**src/pkg/ezl_pkg.sv**
```systemverilog
// package for the eeprom zone3/zone4 configuration loader
package ezl_pkg;

   // zone3 data word field positions
   localparam int unsigned Z3_MORE_BIT   = 15;
   localparam int unsigned Z3_OFS_HI     = 14;
   localparam int unsigned Z3_OFS_LO     = 8;
   localparam int unsigned Z3_VAL_HI     = 7;
   localparam int unsigned Z3_VAL_LO     = 0;
   localparam int unsigned Z3_FUNC_HI    = 2;
   localparam logic [2:0]  Z3_FUNC_ZERO  = 3'h0;

   // zone4 word field positions
   localparam int unsigned Z4_BAR_HI     = 14;
   localparam int unsigned Z4_BAR_LO     = 12;
   localparam int unsigned Z4_DIR_BIT    = 11;
   localparam logic [2:0]  Z4_BAR0       = 3'h0;
   localparam logic [2:0]  Z4_BAR1       = 3'h1;

   // header zone-presence bits
   localparam int unsigned HDR_Z3_BIT    = 1;
   localparam int unsigned HDR_Z4_BIT    = 0;

   // eeprom-writable configuration byte offsets
   localparam logic [6:0] OFS_DEVICE_IDENT_LOW    = 7'h02;
   localparam logic [6:0] OFS_DEVICE_IDENT_HIGH   = 7'h03;
   localparam logic [6:0] OFS_STATUS_CAPABILITY   = 7'h06;
   localparam logic [6:0] OFS_CLASS_CODE_LOW      = 7'h09;
   localparam logic [6:0] OFS_CLASS_CODE_MID      = 7'h0A;
   localparam logic [6:0] OFS_CLASS_CODE_HIGH     = 7'h0B;
   localparam logic [6:0] OFS_SUBSYSTEM_IDENT_LOW = 7'h2E;
   localparam logic [6:0] OFS_SUBSYSTEM_IDENT_HI  = 7'h2F;
   localparam logic [6:0] OFS_INTERRUPT_PIN       = 7'h3D;
   localparam logic [6:0] OFS_POWER_CAPS_LOW      = 7'h42;
   localparam logic [6:0] OFS_POWER_CAPS_HIGH     = 7'h43;
   localparam logic [7:0] STATUS_CAP_MASK         = 8'h10;

   // loader states
   typedef enum logic [2:0] {
      ST_IDLE   = 3'b000,
      ST_Z3HDR  = 3'b001,
      ST_Z3DATA = 3'b010,
      ST_Z4W1   = 3'b011,
      ST_Z4W2   = 3'b100,
      ST_Z4ACC  = 3'b101
   } ezl_state_e;

   // word request / answer towards the eeprom reader
   typedef struct packed {
      logic        valid;
      logic [15:0] data;
   } ezl_word_s;

   // configuration byte write
   typedef struct packed {
      logic       we;
      logic [6:0] ofs;
      logic [7:0] val;
   } ezl_cfg_s;

   // function access towards the parallel port
   typedef struct packed {
      logic       req;
      logic       wr;
      logic       bar;
      logic [7:0] addr;
      logic [7:0] wdata;
   } ezl_fn_s;

   // whole module state
   typedef struct packed {
      ezl_state_e state;
      logic       busy;
      logic       done;
      logic       word_rdy;
      logic       z4_en;
      logic       func_ok;
      ezl_cfg_s   cfg;
      ezl_fn_s    fn;
      logic       fn_more;
      logic       bad_bar;
   } ezl_state_s;

   // eeprom writable byte check
   function automatic logic ezl_writable(input logic [6:0] ofs);
      case (ofs)
         OFS_DEVICE_IDENT_LOW, OFS_DEVICE_IDENT_HIGH, OFS_STATUS_CAPABILITY,
         OFS_CLASS_CODE_LOW, OFS_CLASS_CODE_MID, OFS_CLASS_CODE_HIGH,
         OFS_SUBSYSTEM_IDENT_LOW, OFS_SUBSYSTEM_IDENT_HI, OFS_INTERRUPT_PIN,
         OFS_POWER_CAPS_LOW, OFS_POWER_CAPS_HIGH: ezl_writable = 1'b1;
         default: ezl_writable = 1'b0;
      endcase
   endfunction

endpackage

```
**src/ezl_loader.sv**
```systemverilog
// zone3 configuration and zone4 function-access loader
//
// Behaviour
// - zone3 data bit15 set means more words
// - zone3 bits 14:8 select config byte
// - zone3 bits 7:0 are new byte value
// - only listed config bytes may be written
// - zone4 configures port before pci access
// - zone4 entry is two words, one access
// - zone4 read performed, returned data discarded
// - bits 14:12 pick bar0 or bar1
// - bit 11 chooses read or write
// - bits 7:0 give io byte offset
// - second word bit15 clear ends program
// - second word bits 7:0 are write data
// - retry every pci access while loading
// - zone3 header bit15 starts function, 2:0
`timescale 1ns/1ps

module ezl_loader
   import ezl_pkg::*;
(
   input  wire logic               clk_i,      // pci clock, 40 mhz
   input  wire logic               rst_i,      // async reset, active high
   input  wire logic               start_i,    // pulse: header read, zones begin
   input  wire logic [1:0]         zones_i,    // header bits: [1] zone3, [0] zone4
   input  wire ezl_pkg::ezl_word_s word_i,     // next eeprom word, valid pulse
   output logic                    word_rdy_o, // loader can take a word
   input  wire logic               fn_ack_i,   // function access complete
   output ezl_pkg::ezl_cfg_s       cfg_o,      // configuration byte write
   output ezl_pkg::ezl_fn_s        fn_o,       // function access request
   output logic                    retry_o,    // retry pci accesses
   output logic                    done_o      // program finished, level
);
   import ezl_pkg::*;

   // registered loader state and its next value
   ezl_state_s state_q;
   ezl_state_s state_d;

   // flow of one program
   //  idle      waits for start_i; zones_i tells which zones follow
   //  z3 hdr    a header with bit 15 set opens a function, clear ends
   //            zone3 and moves on to zone4 or to the end
   //  z3 data   each word carries offset and value; bit 15 clear hands
   //            control back to the header state
   //  z4 w1     first word of a pair: bar code, direction, io offset
   //  z4 w2     second word: write data and continuation flag
   //  z4 acc    the access is held on fn_o until fn_ack_i answers
   //
   // while any state but idle is active retry_o stands, so the host
   // sees retries until the program is complete and done_o rises
   //
   // words are taken only on an edge where word_i.valid meets
   // word_rdy_o; the reader may insert any number of idle cycles
   // between words, and back-to-back words are accepted
   //
   // refusals
   //  - a data word for a function other than zero is consumed only
   //  - a data word for a byte outside the writable set is consumed only
   //  - the status byte keeps its capability bit and clears the rest
   //  - a pair naming a reserved bar code is consumed and skipped
   //
   // limitations
   //  - there is no time-out on fn_ack_i: a function that never
   //    answers leaves the loader waiting and retry_o standing
   //  - start_i is ignored outside idle; a new program needs the
   //    previous one to end or a reset
   //  - read data of a zone4 read is not brought into the loader
   //

   // fields of the word on the input, decoded once
   logic       w_more;      // bit 15: more words or pairs follow
   logic [6:0] w_ofs;       // zone3 configuration byte offset
   logic [7:0] w_byte;      // low byte: value, io offset or write data
   logic [2:0] w_func;      // zone3 header function number
   logic [2:0] w_bar;       // zone4 base address register code
   logic       w_dir;       // zone4 direction, set for write
   logic       w_take;      // a word is offered and wanted

   // continuation flag, shared by zone3 words and zone4 second words
   // and by the zone3 header, where it opens a function
   function automatic logic word_more(input logic [15:0] w);
      word_more = w[Z3_MORE_BIT];
   endfunction

   // configuration byte offset of a zone3 data word
   // seven bits: the writable set lies below 0x44
   function automatic logic [6:0] word_ofs(input logic [15:0] w);
      word_ofs = w[Z3_OFS_HI:Z3_OFS_LO];
   endfunction

   // low byte of a word
   // a configuration value, an io offset or write data by state
   function automatic logic [7:0] word_byte(input logic [15:0] w);
      word_byte = w[Z3_VAL_HI:Z3_VAL_LO];
   endfunction

   // function number of a zone3 header
   // the reserved bits above it are not looked at
   function automatic logic [2:0] word_func(input logic [15:0] w);
      word_func = w[Z3_FUNC_HI:0];
   endfunction

   // base address register code of a zone4 first word
   // three bits, of which only two codes are in use
   function automatic logic [2:0] word_bar(input logic [15:0] w);
      word_bar = w[Z4_BAR_HI:Z4_BAR_LO];
   endfunction

   // only codes for bar 0 and bar 1 lead to an access
   // anything else would address nothing in this device
   function automatic logic bar_usable(input logic [2:0] code);
      bar_usable = (code == Z4_BAR0) || (code == Z4_BAR1);
   endfunction

   // value stored for a permitted byte; status keeps only bit 4
   // so reserved status bits can never be set by a program
   function automatic logic [7:0] cfg_value(input logic [6:0] ofs, input logic [7:0] val);
      if (ofs == OFS_STATUS_CAPABILITY)
      begin
         cfg_value = val & STATUS_CAP_MASK;
      end
      else
      begin
         cfg_value = val;
      end
   endfunction

   // zone3 fields of the input word
   assign w_more = word_more(word_i.data);
   assign w_ofs  = word_ofs(word_i.data);
   assign w_byte = word_byte(word_i.data);
   assign w_func = word_func(word_i.data);

   // zone4 fields and the take strobe
   assign w_bar  = word_bar(word_i.data);
   assign w_dir  = word_i.data[Z4_DIR_BIT];
   assign w_take = word_i.valid & state_q.word_rdy;

   // next state of the loader
   always_comb
   begin
      state_d        = state_q;
      state_d.cfg.we = 1'b0;
      case (state_q.state)
         // waiting for the header; zones chosen from its presence bits
         ST_IDLE:
         begin
            state_d.word_rdy = 1'b0;
            if (start_i)
            begin
               state_d.busy  = 1'b1;
               state_d.done  = 1'b0;
               state_d.z4_en = zones_i[HDR_Z4_BIT];
               if (zones_i[HDR_Z3_BIT])
               begin
                  state_d.state    = ST_Z3HDR;
                  state_d.word_rdy = 1'b1;
               end
               else if (zones_i[HDR_Z4_BIT])
               begin
                  state_d.state    = ST_Z4W1;
                  state_d.word_rdy = 1'b1;
               end
               else
               begin
                  // nothing to load: finish at once
                  state_d.busy = 1'b0;
                  state_d.done = 1'b1;
               end
            end
         end

         // function header: open a function or close zone3
         ST_Z3HDR:
         begin
            if (w_take)
            begin
               if (w_more)
               begin
                  // only function zero is implemented
                  state_d.func_ok = (w_func == Z3_FUNC_ZERO);
                  state_d.state   = ST_Z3DATA;
               end
               else if (state_q.z4_en)
               begin
                  // zone4 follows, keep asking for words
                  state_d.state = ST_Z4W1;
               end
               else
               begin
                  // no zone4: the program ends here
                  state_d.state    = ST_IDLE;
                  state_d.word_rdy = 1'b0;
                  state_d.busy     = 1'b0;
                  state_d.done     = 1'b1;
               end
            end
         end

         // data word: write one permitted byte of a valid function
         ST_Z3DATA:
         begin
            if (w_take)
            begin
               state_d.cfg.ofs = w_ofs;
               state_d.cfg.val = cfg_value(w_ofs, w_byte);
               // refused bytes and unknown functions write nothing
               state_d.cfg.we  = state_q.func_ok & ezl_writable(w_ofs);
               if (!w_more)
               begin
                  // last word of the function: a header comes next
                  state_d.state = ST_Z3HDR;
               end
            end
         end

         // first word of a pair: target, direction and io offset
         ST_Z4W1:
         begin
            if (w_take)
            begin
               state_d.fn.wr   = w_dir;
               state_d.fn.bar  = (w_bar == Z4_BAR1);
               state_d.bad_bar = ~bar_usable(w_bar);
               state_d.fn.addr = w_byte;
               state_d.state   = ST_Z4W2;
            end
         end

         // second word of a pair: data and continuation
         ST_Z4W2:
         begin
            if (w_take)
            begin
               state_d.fn.wdata = w_byte;
               state_d.fn_more  = w_more;
               // no further words while the access runs
               state_d.word_rdy = 1'b0;
               // a reserved bar code skips the access
               state_d.fn.req   = ~state_q.bad_bar;
               state_d.state    = ST_Z4ACC;
            end
         end

         // access in flight; read data is never captured
         ST_Z4ACC:
         begin
            if (fn_ack_i || !state_q.fn.req)
            begin
               state_d.fn.req = 1'b0;
               if (state_q.fn_more)
               begin
                  // another pair follows
                  state_d.state    = ST_Z4W1;
                  state_d.word_rdy = 1'b1;
               end
               else
               begin
                  // last pair: the whole program is finished
                  state_d.state = ST_IDLE;
                  state_d.busy  = 1'b0;
                  state_d.done  = 1'b1;
               end
            end
         end

         // unused codes fall back to a clean idle
         default:
         begin
            state_d = '0;
         end
      endcase
   end

   // state register; reset leaves every output low
   // and the loader idle until the next start
   always_ff @(posedge clk_i or posedge rst_i)
   begin
      if (rst_i)
      begin
         state_q <= '0;
      end
      else
      begin
         state_q <= state_d;
      end
   end

   // word handshake towards the reader
   assign word_rdy_o = state_q.word_rdy;

   // configuration and function requests
   assign cfg_o      = state_q.cfg;
   assign fn_o       = state_q.fn;

   // progress levels seen by the host side
   assign retry_o    = state_q.busy;
   assign done_o     = state_q.done;

endmodule // ezl_loader

```
**config.mk**
```make
export PLATFORM = sky130hd
export DESIGN_NAME = ezl_loader
export DESIGN_NICKNAME = d
export VERILOG_FILES = /design/src/pkg/ezl_pkg.sv /design/src/ezl_loader.sv
export SDC_FILE = /design/constraint.sdc
export NUM_CORES = 1
export LEC_CHECK = 0
export BUFFER_PORTS_ARGS = -buffer_cell sky130_fd_sc_hd__buf_2
export CAP_MARGIN = 5
export CORE_ASPECT_RATIO = 1.1
export CORE_UTILIZATION = 25
export CTS_CLUSTER_SIZE = 8
export DETAILED_ROUTE_END_ITERATION = 12
export HOLD_SLACK_MARGIN = 0.15
export PLACE_DENSITY_LB_ADDON = 0.25
export RECOVER_POWER = 25
export SKIP_CTS_REPAIR_TIMING = 1
export SLEW_MARGIN = 40
export SYNTH_ARGS = -nofsm -noshare
export SYNTH_HDL_FRONTEND = slang
export SYNTH_SLANG_ARGS = --single-unit
export TNS_END_PERCENT = 5
```
**constraint.sdc**
```tcl
create_clock -name clk_i -period 2.04 [get_ports clk_i]
set_input_delay 0.204 -clock clk_i [delete_from_list [all_inputs] [get_ports clk_i]]
set_output_delay 0.204 -clock clk_i [all_outputs]
set_load 0.01 [all_outputs]
```
==> impl_metrics.ini, run 1 <==
[status]
outcome = finished, final reports clean

[finish]
num-nets-final = 292
syn2layout_area_growth_pct = 12.2
num-fill-cells = 968
utilization_pct = 29.4
layout-drive-gt1-share_pct = 28.1
antenna_cells = 0

[place]
io_buffers = 60
dpl_worst_slack_ps = 357
dp_hpwl_um = 4260
gp_congestion = 0.799

[sta]
timing.fmax_ghz = 0.578
rsz0062_at_grt = no
final.setup.tns_ps = 0
final-max-slew-violation-count = 0
period_share_pct = 84.9
finalWorstSetupSlack_ps = 309
tightest_slew_ps = 839
period_needed_ps = 1730
setup_viol = 0
finalHoldViolCount = 0
finalClockSkew_ps = 7.80
slew_headroom_pct = 44.0

[floorplan]
chipWidth_um = 94.7
die-area_um2 = 9850
row_count = 36
io_pins = 61
start_util_pct = 26.3
core_um2 = 9010
die_h_um = 104

[grt]
grt_use_met3_pct = 2.85
grt-busiest-layer = met1
gr-total-overflow = 0
antenna_found_initial = 0
met2_usage_pct = 18.0
grtUsageTotal_pct = 12.5
grt_pass1_wl_um = 9600
grt_pass1_vias = 1790
gr-usage-met1_pct = 18.3
grt_max_degree = 20

[synthesis]
syn-instance-count = 234
ys_top_cells_by_count = dfrtp_1 (45), buf_4 (37), nand2_1 (32)
ys_top_cells_by_area = dfrtp_1 (48%), buf_4 (12%), a22o_1 (8.9%), nand2_1 (5.1%), o21ai_0 (4.2%)
yosysTopAreaCell = dfrtp_1
synth.avg_cell_area_um2 = 10.1
synth-edff-count = 0
syn-num-nets = 257
synth_area_um2 = 2360
yosys_register_bits = 45
ys_seq_area_share_pct = 47.6
netlist-cell-type-count = 41
synth.most_common_cell = dfrtp_1
yosys_warnings = 0
async_flop_share_pct = 100
synth_top_area_share_pct = 47.6
ys.flop_type = dfrtp_1

[clock_tree]
clock_sinks = 45
cts_tree = yes
clockRootBuffer = clkbuf_8
ctsLongestPathBuffers = 2
cts.clk_slew.worst_paths_ps = 100
cts_buffers = 5
htree_levels = 2
clock_latency_ps = 300

[power_and_ir_drop]
p_leak_nw = 1.23
p_per_area_nw_per_um2 = 1190
total_power_w = 0.00316
ir_worst_vdd_uv = 364

[setup_path]
path_class = reg -> reg
critical-path-max-stage-delay_ps = 600
end_kind = flip-flop
worst_path_max_delay_cell = dfrtp_1
critPathMaxFanout = 12
cp_common_cell = o21ai_0
crit_chain = buf_4 -> nor2b_1 -> o21ai_0 -> nand4_1 -> o21ai_0 -> o31ai_1
worstPathArrival_ps = 1910
critPathRequiredTime_ps = 2220
critPathLaunchType = flip-flop

[routing]
drtPass1Iterations = 4
wl_um = 5820
ant_nets = 0
vias = 1807
viasPerCell = 4.71
drt_iter0_drc = 93
wl_per_cell_um = 15.2
drc = 0

[worst_hold_path]
hold_class = in -> reg

[flow_run]
cap_violations = 0
-- area by class of cell --
| type | count | area, µm² | area share, % |
|---|---|---|---|
| repair buffers | 73 | 382 | 14.4 |
| flip-flops and latches | 45 | 1130 | 42.5 |
| inverters | 3 | 11.3 | 0.425 |
| multi-input cells | 141 | 897 | 33.8 |
| clock inverters | 3 | 25.0 | 0.943 |
| clock buffers | 5 | 68.8 | 2.59 |
| well taps | 114 | 143 | 5.38 |
-- cells in the final DEF (no fill, tap or decap), types with 5 or more instances in the layout --
cell,instances
clkbuf_1,15
o31ai_1,5
dfrtp_1,45
nand3_1,6
nand2_1,32
o21ai_0,20
nor2_1,9
a22o_1,24
clkbuf_8,5
nor2b_1,6
buf_4,12
buf_2,45
-- cell families (layout without fill, tap and decap cells) --
family          count (synthesis)  after routing  share of synthesized area (%)
compound gates                 62             62                           19.3
buf+inv                        48             84                           14.4
flops                          45             45                           47.6
mux                             2              2                           1.06
simple gates                   77             77                           17.6
-- worst paths after layout --
check	to	slack, ps	cells after the start	start
min reg2reg	fn_o[5]$_DFFE_PP0P_	490	2	fn_o[5]$_DFFE_PP0P_
min	cfg_o[4]$_DFFE_PP0P_	140	2	word_i[4]
max reg2reg	state_q[42]$_DFFE_PP0P_	310	6	state_q[42]$_DFFE_PP0P_
max	state_q[42]$_DFFE_PP0P_	310	6	state_q[42]$_DFFE_PP0P_
min in group asynchronous	fn_o[7]$_DFFE_PP0P_	600	3	rst_i
max in group asynchronous	fn_o[6]$_DFFE_PP0P_	710	4	rst_i
-- metal layers --
| metal | part of all wire [%] | wire, µm |
|---|---|---|
| met4 | 1.0 | 61 |
| met1 | 48 | 2820 |
| met2 | 45 | 2620 |
| met3 | 5.5 | 320 |
| met5 | 0 | 0 |
-- per-stage QoR --
step | area, µm² | hold WS [ps] | instances
after global routing | 2650 | 161 | 384
after floorplan | 2360 | 332 | 234
final | 2650 | 144 | 384
after detailed placement | 2570 | 251 | 375
after global placement | 2570 | 241 | 375
after CTS | 2660 | -85.0 | 383
-- power by group --
| part | leakage (nW) | internal [W] | switching (W) | total (W) |
|---|---|---|---|---|
| combinational | 0.594 | 0.000561 | 0.000635 | 0.00120 |
| sequential | 0.593 | 0.00116 | 0.000206 | 0.00137 |
| clock | 0.0447 | 0.000248 | 0.000352 | 0.000600 |
| total | 1.23 | 0.00197 | 0.00119 | 0.00316 |
-- flip-flops by register name, summed over array words and instances (netlist names) --
register / flops
retry_o: 1
word_rdy_o: 1
done_o: 1
state_q: 7
cfg_o: 16
fn_o: 19
-- critical path: cells and delay by family (launching register included) --
kind,cells,cell delay (ps)
compound gates,3,550
buf+inv,1,240
flops,1,600
simple gates,2,210
No activity file was read; power rests on OpenSTA's default activity.
==> run 2, diff against run 1 <==
==> constraint.sdc (replaced) <==
create_clock -name clk_i -period 1.6 [get_ports clk_i]
set_input_delay 0.16 -clock clk_i [delete_from_list [all_inputs] [get_ports clk_i]]
set_output_delay 0.16 -clock clk_i [all_outputs]
set_load 0.01 [all_outputs]
==> run 2 against run 1 <==
Effect of this change: sequential cell count unchanged; combinational power increased by 46%; maximum frequency increased by 10%; critical endpoint is now done_o$_DFFE_PP0P_; clock power increased by 46%; largest cell class unchanged; via count increased by 1.2%; critical path type unchanged; highest routed layer unchanged.
==> impl_metrics.ini, run 2 (same netlist as run 1, synthesis figures left out) <==
[finish]
stdcell_area_um2 = 2910
utilization_pct = 32.3
syn2layout_area_growth_pct = 23.1
layout-drive-gt1-share_pct = 34.9
largest_reg_flops = 19
final_common_cell = buf_2
num-fill-cells = 956
antenna_cells = 0
num-nets-final = 311
final_cell_mix = buf_2 (60), dfrtp_1 (44), nand2_1 (32)
fin_cells = 403

[floorplan]
core_um2 = 9010
row_count = 36
die_h_um = 104
io_pins = 61
start_util_pct = 26.3
die-area_um2 = 9850
chipWidth_um = 94.7

[grt]
grtUsageTotal_pct = 12.4
grt_max_degree = 46
antenna_found_initial = 0
grt_pass1_vias = 1766
grt_pass1_wl_um = 9470
gr-total-overflow = 0

[place]
gp_congestion = 0.768
io_buffers = 60
placed_area_um2 = 2640
dp_hpwl_um = 4220
dpl_worst_slack_ps = 35.8
dp.cells = 381

[routing]
ant_nets = 0
viasPerCell = 4.54
drt_iter0_drc = 86
wl_um = 6020
drtPass1Iterations = 4
vias = 1829
wl_per_cell_um = 14.9
drc = 0

[sta]
slew_headroom_pct = 57.2
rsz0062_at_grt = yes
holdWs_ps = 152
setup_viol = 0
finalHoldViolCount = 0
period_needed_ps = 1570
period_share_pct = 98.0
tightest_slew_ps = 642
finalWorstSetupSlack_ps = 32.4
final-max-slew-violation-count = 0
timing.fmax_ghz = 0.638
finalClockSkew_ps = 11.5

[status]
outcome = finished, final reports clean

[clock_tree]
clock_latency_ps = 300
htree_levels = 2
ctsLongestPathBuffers = 2
cts_buffers = 5
clockRootBuffer = clkbuf_8
clock_sinks = 45
cts.clk_slew.worst_paths_ps = 90
cts_tree = yes

[setup_path]
worst_path_max_delay_cell = dfrtp_1
critPathLaunchType = flip-flop
critPathRequiredTime_ps = 1790
path_class = reg -> reg
critPathMaxFanout = 3
critical-path-max-stage-delay_ps = 430
worstPathArrival_ps = 1760
crit_chain = nand2b_4 -> or3_4 -> and2_4 -> nand2_4 -> mux2_4
end_kind = flip-flop

[power_and_ir_drop]
ir_worst_vdd_uv = 484
p_per_area_nw_per_um2 = 1490
p_leak_nw = 1.40

[worst_hold_path]
hold_class = in -> reg

[flow_run]
cap_violations = 0
## run 2: changes by cell type in the layout (fill, tap and decap cells not counted), moves of 4 or more
cell / before / now
dlygate4sd3_1: 1 / 14
clkbuf_1: 15 / 1
buf_4: 12 / 16
buf_2: 45 / 60
## run 2: report_power, final
part	internal (W)	switching, W
Sequential	0.00148	0.000232
Clock	0.000470	0.000408
Combinational	0.000869	0.000885
Total	0.00282	0.00153
## run 2: metrics by stage
| step | setup TNS [ps] | total power, W |
|---|---|---|
| floorplan | 0 | 0.00312 |
| detailed placement | 0 | 0.00344 |
| global route | -21.0 | 0.00465 |
| global placement | -676 | 0.00343 |
| finish | 0 | 0.00435 |
| CTS | 0 | 0.00434 |
## run 2: layout make-up
type / instances / area (µm²) / share of cell area (%)
sequential: 45 / 1130 / 38.7
inverter: 3 / 11.3 / 0.387
tap: 114 / 143 / 4.90
clock buffer: 6 / 72.6 / 2.49
clock inverter: 2 / 38.8 / 1.33
multi-input combinational: 141 / 930 / 31.9
timing repair buffer: 92 / 588 / 20.2
## run 2: final timing paths
| kind | start | end | slack (ps) | cells after the start |
|---|---|---|---|---|
| worst min-delay path | word_i[12] | cfg_o[12]$_DFFE_PP0P_ | 150 | 2 |
| worst min register to register | state_q[0]$_DFFE_PP0P_ | fn_o[18]$_DFFE_PP0P_ | 470 | 1 |
| max in group asynchronous | rst_i | state_q[44]$_DFFE_PP0P_ | 540 | 4 |
| worst max register to register | state_q[43]$_DFFE_PP0P_ | done_o$_DFFE_PP0P_ | 30 | 5 |
| worst max-delay path | state_q[43]$_DFFE_PP0P_ | done_o$_DFFE_PP0P_ | 30 | 5 |
| min in group asynchronous | rst_i | retry_o$_DFFE_PP0P_ | 590 | 4 |
## run 2: worst max-delay path: cells and delay by family, from the launching register on
| kind | cells | cell delay (ps) |
|---|---|---|
| multiplexers | 1 | 290 |
| AND/OR/NAND/NOR | 4 | 750 |
| flip-flops | 1 | 430 |
## run 2: per-layer routing
metal	up-vias	wire length [µm]	track usage (%)
met1	862	2780	17.0
met2	47	2890	19.2
met5	-	0	0
met4	0	48	3.46
met3	5	307	3.07
li1	915	-	-
